**src/pkg/esia_pkg.sv**
```systemverilog
// Constants for the event and software interrupt arbiter
package esia_pkg;
    // ****************************************
    // Source count and layout
    // ****************************************
    localparam int NUM_EVT = 9;
    localparam int NUM_SW  = 7;
    localparam int NUM_SRC = 16;
    // Field positions inside a priority register
    localparam int FLD_LO_LSB = 0;
    localparam int FLD_HI_LSB = 4;
    localparam int FLD_W      = 3;
    // Nonzero field value v maps to effective priority 8 + v
    localparam logic [3:0] UART0_RX_FIELD_A_EVT_BASE = 4'h8;
    localparam logic [3:0] UART0_RX_FIELD_A_NONE     = 4'h0;
    localparam logic [3:0] UART0_RX_FIELD_A_TOP      = 4'hf;
    // ****************************************
    // Vector addresses
    // ****************************************
    localparam logic [15:0] VEC_EXT0    = 16'h0080;
    localparam logic [15:0] VEC_TMR0    = 16'h0084;
    localparam logic [15:0] VEC_EXT1    = 16'h0088;
    localparam logic [15:0] VEC_TMR1    = 16'h008c;
    localparam logic [15:0] VEC_TMR2    = 16'h0090;
    localparam logic [15:0] VEC_U0RX    = 16'h00a0;
    localparam logic [15:0] VEC_U0TX    = 16'h00a4;
    localparam logic [15:0] VEC_U1RX    = 16'h00a8;
    localparam logic [15:0] VEC_U1TX    = 16'h00ac;
    localparam logic [15:0] VEC_SW_BASE = 16'h0100;
    localparam logic [15:0] VEC_SW_STEP = 16'h0004;
    localparam logic [15:0] VEC_SW_LAST = 16'h0118;
    localparam logic [15:0] VEC_RST     = 16'h0000;
    // ****************************************
    // Registered state
    // ****************************************
    typedef struct packed {
        logic        req;
        logic [15:0] vector;
        logic [3:0]  uart0_rx_field_a;
    } esia_state_t;
endpackage

```
**src/rtl/esia_arbiter.sv**
```systemverilog
// Event and software interrupt arbiter facing the processor core
`timescale 1ns/10ps
module esia_arbiter (
    input  wire logic        sys_clk,
    input  wire logic        rst_n,
    input  wire logic        ext0_pending,
    input  wire logic        timer0_overflow_flag,
    input  wire logic        ext1_pending,
    input  wire logic        timer1_overflow_flag,
    input  wire logic        timer2_overflow_flag,
    input  wire logic        timer2_external_flag,
    input  wire logic        uart0_rx_flag,
    input  wire logic        uart0_tx_flag,
    input  wire logic        uart1_rx_flag,
    input  wire logic        uart1_tx_flag,
    input  wire logic        global_irq_enable,
    input  wire logic        ext0_irq_en,
    input  wire logic        timer0_irq_en,
    input  wire logic        ext1_irq_en,
    input  wire logic        timer1_irq_en,
    input  wire logic        timer2_irq_en,
    input  wire logic        uart0_rx_irq_en,
    input  wire logic        uart0_tx_irq_en,
    input  wire logic        uart1_rx_irq_en,
    input  wire logic        uart1_tx_irq_en,
    input  wire logic [7:0]  priority_reg_0,
    input  wire logic [7:0]  priority_reg_1,
    input  wire logic [7:0]  priority_reg_2,
    input  wire logic [7:0]  priority_reg_4,
    input  wire logic [7:0]  priority_reg_5,
    input  wire logic        soft_req_1,
    input  wire logic        soft_req_2,
    input  wire logic        soft_req_3,
    input  wire logic        soft_req_4,
    input  wire logic        soft_req_5,
    input  wire logic        soft_req_6,
    input  wire logic        soft_req_7,
    input  wire logic        soft_en_1,
    input  wire logic        soft_en_2,
    input  wire logic        soft_en_3,
    input  wire logic        soft_en_4,
    input  wire logic        soft_en_5,
    input  wire logic        soft_en_6,
    input  wire logic        soft_en_7,
    output logic             irq_req,
    output logic [15:0]      irq_vector,
    output logic [3:0]       irq_uart0_rx_field_a
);
    // ****************************************
    // Source table, index order is tie ranking order, lower index wins
    // ****************************************
    logic [esia_pkg::NUM_SRC-1:0] act;
    logic [2:0]                   fld  [esia_pkg::NUM_EVT];
    logic [3:0]                   eff  [esia_pkg::NUM_SRC];
    logic [15:0]                  vec  [esia_pkg::NUM_SRC];
    logic [esia_pkg::NUM_SW-1:0]  sreq;
    logic [esia_pkg::NUM_SW-1:0]  sen;
    logic                         gen;

    assign sreq = {soft_req_7, soft_req_6, soft_req_5, soft_req_4,
                   soft_req_3, soft_req_2, soft_req_1};
    assign sen  = {soft_en_7, soft_en_6, soft_en_5, soft_en_4,
                   soft_en_3, soft_en_2, soft_en_1};
    assign gen  = global_irq_enable;

    assign act[0] = gen & ext0_irq_en & ext0_pending;
    assign fld[0] = priority_reg_0[esia_pkg::FLD_LO_LSB +: esia_pkg::FLD_W];
    assign vec[0] = esia_pkg::VEC_EXT0;
    assign act[1] = gen & timer0_irq_en & timer0_overflow_flag;
    assign fld[1] = priority_reg_0[esia_pkg::FLD_HI_LSB +: esia_pkg::FLD_W];
    assign vec[1] = esia_pkg::VEC_TMR0;
    assign act[2] = gen & ext1_irq_en & ext1_pending;
    assign fld[2] = priority_reg_1[esia_pkg::FLD_LO_LSB +: esia_pkg::FLD_W];
    assign vec[2] = esia_pkg::VEC_EXT1;
    assign act[3] = gen & timer1_irq_en & timer1_overflow_flag;
    assign fld[3] = priority_reg_1[esia_pkg::FLD_HI_LSB +: esia_pkg::FLD_W];
    assign vec[3] = esia_pkg::VEC_TMR1;
    assign act[4] = gen & timer2_irq_en & (timer2_overflow_flag | timer2_external_flag);
    assign fld[4] = priority_reg_2[esia_pkg::FLD_LO_LSB +: esia_pkg::FLD_W];
    assign vec[4] = esia_pkg::VEC_TMR2;
    assign act[5] = gen & uart0_rx_irq_en & uart0_rx_flag;
    assign fld[5] = priority_reg_4[esia_pkg::FLD_LO_LSB +: esia_pkg::FLD_W];
    assign vec[5] = esia_pkg::VEC_U0RX;
    assign act[6] = gen & uart0_tx_irq_en & uart0_tx_flag;
    assign fld[6] = priority_reg_4[esia_pkg::FLD_HI_LSB +: esia_pkg::FLD_W];
    assign vec[6] = esia_pkg::VEC_U0TX;
    assign act[7] = gen & uart1_rx_irq_en & uart1_rx_flag;
    assign fld[7] = priority_reg_5[esia_pkg::FLD_LO_LSB +: esia_pkg::FLD_W];
    assign vec[7] = esia_pkg::VEC_U1RX;
    assign act[8] = gen & uart1_tx_irq_en & uart1_tx_flag;
    assign fld[8] = priority_reg_5[esia_pkg::FLD_HI_LSB +: esia_pkg::FLD_W];
    assign vec[8] = esia_pkg::VEC_U1TX;

    genvar g;
    generate
        for (g = 0; g < esia_pkg::NUM_EVT; g++) begin : g_evt
            assign eff[g] = (fld[g] == 3'h0) ? esia_pkg::UART0_RX_FIELD_A_NONE
                                             : esia_pkg::UART0_RX_FIELD_A_EVT_BASE | {1'b0, fld[g]};
        end
        for (g = 0; g < esia_pkg::NUM_SW; g++) begin : g_sw
            assign act[esia_pkg::NUM_EVT + g] = sreq[g] & sen[g];
            assign eff[esia_pkg::NUM_EVT + g] = 4'(g + 1);
            assign vec[esia_pkg::NUM_EVT + g] = esia_pkg::VEC_SW_BASE
                                              + 16'(g) * esia_pkg::VEC_SW_STEP;
        end
    endgenerate

    // ****************************************
    // Arbitration and output state
    // ****************************************
    esia_pkg::esia_state_t state;
    esia_pkg::esia_state_t next_state;

    // One register stage keeps outputs glitch free at the cost of a cycle
    always_comb begin
        logic [3:0]  best_p;
        logic [15:0] best_v;
        best_p = esia_pkg::UART0_RX_FIELD_A_NONE;
        best_v = esia_pkg::VEC_RST;
        for (int i = 0; i < esia_pkg::NUM_SRC; i++) begin
            if (act[i] && (eff[i] > best_p)) begin
                best_p = eff[i];
                best_v = vec[i];
            end
        end
        // winner only, priority zero never wins
        next_state.req    = (best_p != esia_pkg::UART0_RX_FIELD_A_NONE);
        next_state.vector = best_v;
        next_state.uart0_rx_field_a   = best_p;
    end

    always_ff @(posedge sys_clk) begin
        if (!rst_n) begin
            state <= '{req: 1'b0, vector: esia_pkg::VEC_RST, uart0_rx_field_a: esia_pkg::UART0_RX_FIELD_A_NONE};
        end else begin
            state <= next_state;
        end
    end

    assign irq_req    = state.req;
    assign irq_vector = state.vector;
    assign irq_uart0_rx_field_a   = state.uart0_rx_field_a;
endmodule // esia_arbiter

```
**config.mk**
```make
export PLATFORM = sky130hd
export DESIGN_NAME = esia_arbiter
export DESIGN_NICKNAME = d
export VERILOG_FILES = /design/src/pkg/esia_pkg.sv /design/src/rtl/esia_arbiter.sv
export SDC_FILE = /design/constraint.sdc
export NUM_CORES = 1
export LEC_CHECK = 0
export ABC_AREA = 1
export BUFFER_PORTS_ARGS = -buffer_cell sky130_fd_sc_hd__buf_2
export CAP_MARGIN = 20
export CORE_UTILIZATION = 40
export CTS_CLUSTER_SIZE = 40
export DETAILED_ROUTE_END_ITERATION = 8
export HOLD_SLACK_MARGIN = 0.06
export PLACE_DENSITY_LB_ADDON = 0.2
export SKIP_LAST_GASP = 1
export SLEW_MARGIN = 40
export SYNTH_ARGS = -nofsm -noshare
export SYNTH_HDL_FRONTEND = slang
export SYNTH_SLANG_ARGS = --single-unit
```
**constraint.sdc**
```tcl
create_clock -name sys_clk -period 10.01 [get_ports sys_clk]
set_input_delay 1.001 -clock sys_clk [delete_from_list [all_inputs] [get_ports sys_clk]]
set_output_delay 1.001 -clock sys_clk [all_outputs]
set_load 0.02 [all_outputs]
```
# Word-level counts from Yosys, hierarchy flattened
# Cells that the tools add are included.
# W data, S select, Z words.
# totals
word_cells,119
regBits,21
# classes
muxes,41
reduce_logical,29
order_cmp,16
n_bitwise,27
# ops
op,count
$mux W4,25
$mux W9,11
$mux W8,5
$gt A4 B4 Y1,8
$logic_not A3 Y1,9
$and A1 B1 Y1,25
$gt A3 B4 Y1 const A,4
$logic_and A1 B1 Y1,16
$reduce_or A16 Y1,1
$gt A2 B4 Y1 const A,2
$reduce_or A8 Y1,1
$gt A1 B4 Y1 const A,1
$gt A4 B1 Y1 const B,1
$reduce_bool A4 Y1,1
$reduce_or A2 Y1,1
$not A1 Y1,1
$or A1 B1 Y1,1

# Logic depth before layout (Yosys ltp)
# logic_depth
ltp_word,51
depth_mapped,81
mapped_depth_nobuf,80

# Least setup slack after synthesis
# OpenSTA, ideal clock, no wires.
# synth_path
kind,input-to-reg
from,in global_irq_enable
to,reg state (netlist bit irq_req)
n_path_buf,1
arrival_ns,9.251
setup_time_ns,0.112
path_slack_ns,0.647
required_time_ns,9.898
path_stages,75
cell_sequence,buf_6 > nand3_1 > inv_2 > o31ai_1 > ha_1 > nand2_1 > nor2_2 > nor2_4 > nand2_4 > nand2_1 > o21ai_0 > ha_1 > nand2_1 > nor2_1 > a21oi_2 > nand2_2 > nand2_1 > o21a_1 > [39 not listed] > o21ai_0 > inv_1 > ha_1 > inv_1 > nor2_1 > nor2_1 > o21ai_0 > nand2_1 > inv_1 > nand2_1 > nand2_4 > nor2_2 > inv_2 > nand4_1 > nor2_1 > nand3_1 > nand2_1 > nand2_1
# synth_between
elab_chain_len,50
elab_cells_between_ends,66
classes_between,15 x order compare; 16 x mux; 18 x bitwise; 17 x reduce/logical
# synth_lines
element,line,rtl
start: declaration,esia_arbiter.sv:16,"input wire logic global_irq_enable,"
$and A1 B1 Y1 (2 in series),esia_arbiter.sv:66,assign act[0] = gen & ext0_irq_en & ext0_pending;
$logic_and A1 B1 Y1,esia_arbiter.sv:121,if (act[i] && (eff[i] > best_p)) begin
$mux W4,esia_arbiter.sv:121,
$gt A4 B4 Y1,esia_arbiter.sv:121,
$logic_and A1 B1 Y1,esia_arbiter.sv:121,
$mux W4,esia_arbiter.sv:121,
$gt A4 B4 Y1,esia_arbiter.sv:121,
$logic_and A1 B1 Y1,esia_arbiter.sv:121,
[33 not listed],--,
$mux W4 *,esia_arbiter.sv:121,
$gt A3 B4 Y1,esia_arbiter.sv:121,
$logic_and A1 B1 Y1,esia_arbiter.sv:121,
$mux W4 *,esia_arbiter.sv:121,
$gt A3 B4 Y1,esia_arbiter.sv:121,
$logic_and A1 B1 Y1,esia_arbiter.sv:121,
$mux W4 *,esia_arbiter.sv:121,
$reduce_bool A4 Y1 *,esia_arbiter.sv:127,next_state.req = (best_p != esia_pkg::UART0_RX_FIELD_A_NONE);
end signal: assignment,esia_arbiter.sv:134,"state <= '{req: 1'b0, vector: esia_pkg::VEC_RST, uart0_rx_field_a: esia_pkg::UART0_RX_FIELD_A_NONE};"
end signal: assignment,esia_arbiter.sv:136,state <= next_state;
end: declaration,esia_arbiter.sv:111,esia_pkg::esia_state_t state;
# Mark *: on every way between the ends. The rest lies on a longest branch, timed or not.
# A chain may end at the register's enable or synchronous reset.

# Worst setup path in the final report
# Same ends and word-level chain as after synthesis.

==> results.yml <==
outcome:
  status: "finished, final reports clean"
cts:
  cts_hold_buf: 0
  root_buffer: "clkbuf_8"
  clock-sinks: 11
  cts_tree: "done"
  h-tree-depth: 1
  clock_path_buffers: 2
  cts_buffers: 3
  cts.clk_slew.worst_paths_ps: 50
critical_path:
  path_max_fanout: 8
  path_buf_inv: 14
  slowest_stage: "o21ai_0"
  crit_arrival_ps: 9300
  critPathLaunchType: "input pin"
  crit_required_ps: 10140
  crit_type: "input pin to flip-flop"
  cpPeakStageDelay_ps: 310
  cp_common_cell: "nand2_1"
  critPathCaptureType: "flip-flop"
  crit_family: "simple AND/OR/NAND/NOR gates"
die:
  die_height_um: 80.2
  core-area_um2: 5920
  initial_core_util_pct: 41.3
  boundaryPins: 97
  dieArea_um2: 6430
  fp.dieW_um: 80.2
  num_rows: 28
global_routing:
  track_usage_pct: 18.5
  globalRouteMet2Util_pct: 36.2
  grt_use_met1_pct: 21.6
  grt_pass1_wl_um: 9770
  grt_max_degree: 11
  grt_pass1_vias: 2499
  antenna_found_initial: 0
  top_usage_layer: "met2"
  grt.overflow.total: 0
  use_met3_pct: 2.39
placed_design:
  numPortBuffers: 73
  dpl_cell_area_um2: 3080
  gp_congestion: 0.855
  preCtsSetupSlack_ps: 65.4
  hpwl_um: 5010
  dp_cells: 579
synth:
  yosysWarnings: 0
  synth_top_family_by_area: "simple AND/OR/NAND/NOR gates"
  synthAdderAreaFrac_pct: 11.8
  synth_mux_area_share_pct: 0
  synth_xor_area_share_pct: 0
  ys_seq_area_share_pct: 9.01
  synthSimpleGateAreaFrac_pct: 53.5
  syn_area_per_cell_um2: 6.02
  synth_cell_types: 30
  synth_area_um2: 2440
  synth_compound_area_share_pct: 10.6
  synthCells: 406
  synth_seq_cells: 11
layout:
  fillCellCount: 637
  antenna_cells: 0
  post-route-util_pct: 54.8
  post_route_cells_drive_above_1_share_pct: 38.1
  finalNonFillerCells: 587
  syn2layout_area_growth_pct: 32.9
  design_area_um2: 3250
  nets: 612
routing:
  final_antenna_net_count: 0
  vias_per_cell: 4.78
  drc: 0
  drtIter0Drc: 88
  totalWireLength_um: 5850
  first_pass_iters: 5
  via_count: 2806
  wl_per_cell_um: 9.97
pwr:
  p_per_area_nw_per_um2: 103
  power.total_mw: 0.335
  vdd_drop_max_mv: 0.111
  p_leak_nw: 1.87
run:
  drv_cap: 0
sta:
  setup_ws_ps: 840
  setup_viol_count_final: 0
  fmax_mhz: 109
  fin_crit_ps: 9170
  hold_viol: 0
  fin_crit_sh_pct: 91.6
  final_max_slew_viol_count: 0
  timing.hold.ws_ps: 1030
  setup-tns-final_ps: 0
hold_path:
  hp-class: "input pin to flip-flop"
-- Yosys cell counts --
| master | number | area, um^2 |
|---|---|---|
| inv_2 | 11 | 41.3 |
| ha_1 | 23 | 288 |
| nand2_2 | 14 | 87.6 |
| nand2_4 | 8 | 90.1 |
| nand3_1 | 65 | 325 |
| nand2_1 | 98 | 368 |
| buf_6 | 1 | 11.3 |
| nor2_8 | 1 | 20.0 |
| a21oi_2 | 1 | 8.76 |
| nand3_4 | 4 | 70.1 |
| inv_1 | 54 | 203 |
| nor2_4 | 5 | 56.3 |
| conb_1 | 1 | 3.75 |
| a21oi_1 | 12 | 60.1 |
| dfxtp_1 | 11 | 220 |
| nor2_2 | 10 | 62.6 |
| clkbuf_1 | 7 | 26.3 |
| o21bai_1 | 7 | 52.6 |
| nand4_1 | 3 | 18.8 |
| nor2_1 | 21 | 78.8 |
| buf_4 | 10 | 75.1 |
| o21ai_0 | 18 | 90.1 |
| o21ai_1 | 2 | 10.0 |
| o211ai_1 | 2 | 15.0 |
| inv_6 | 1 | 8.76 |
| o31ai_1 | 1 | 7.51 |
| o21a_1 | 2 | 15.0 |
| nand2_8 | 1 | 20.0 |
| nand3_2 | 10 | 100 |
| nor3_1 | 2 | 10.0 |
-- layout make-up --
type                            instances  area [um^2]  area share, %
Tap cell                               75         93.8           2.89
Multi-Input combinational cell        321         1990           61.3
Inverter                               66          253           7.78
Clock buffer                            4         45.0           1.39
Timing Repair Buffer                  110          643           19.8
Sequential cell                        11          220           6.78
-- registers in the layout (all words and copies together) (netlist names) --
register / count
irq_uart0_rx_field_a: 4
irq_vector: 6
irq_req: 1
-- final timing paths --
check / start / to / cells after the start
setup / recovery: global_irq_enable / irq_req / 71
hold / removal: rst_n / irq_vector[8] / 3
-- metal layers --
layer | part of all wire [%] | vias up
li1 | - | 1506
met1 | 45 | 1226
met2 | 51 | 68
met3 | 4.0 | 6
met4 | 0.74 | 0
met5 | 0 | -
-- power breakdown --
part           internal (mW)  switching (mW)  total (mW)
sequential            0.0520         0.00158      0.0536
combinational         0.0974           0.140       0.237
clock                 0.0279          0.0162      0.0441
total                  0.177           0.158       0.335
-- cells by family (layout without fill, tap and decap cells) --
| group | Yosys count | count (layout) |
|---|---|---|
| and+or+nand+nor | 242 | 243 |
| buffers and inverters | 84 | 180 |
| AOI/OAI and AO/OA | 45 | 45 |
| adders and majority gates | 23 | 23 |
| DFF | 11 | 11 |
| other | 1 | 10 |
-- cell usage in the layout, fill, tap and decap left out, types with 11 or more instances in the layout --
cell	count
nor2_1	20
nand3_1	65
inv_1	54
nand2_1	92
buf_4	37
a21oi_1	11
inv_2	11
buf_2	73
ha_1	21
nand2_2	20
dfxtp_1	11
-- timing repair --
item,CTS,global route
setup endpoints to repair,0,11
resized for setup,0,28
buffers inserted,0,3
(Power assumes the default switching activity.)
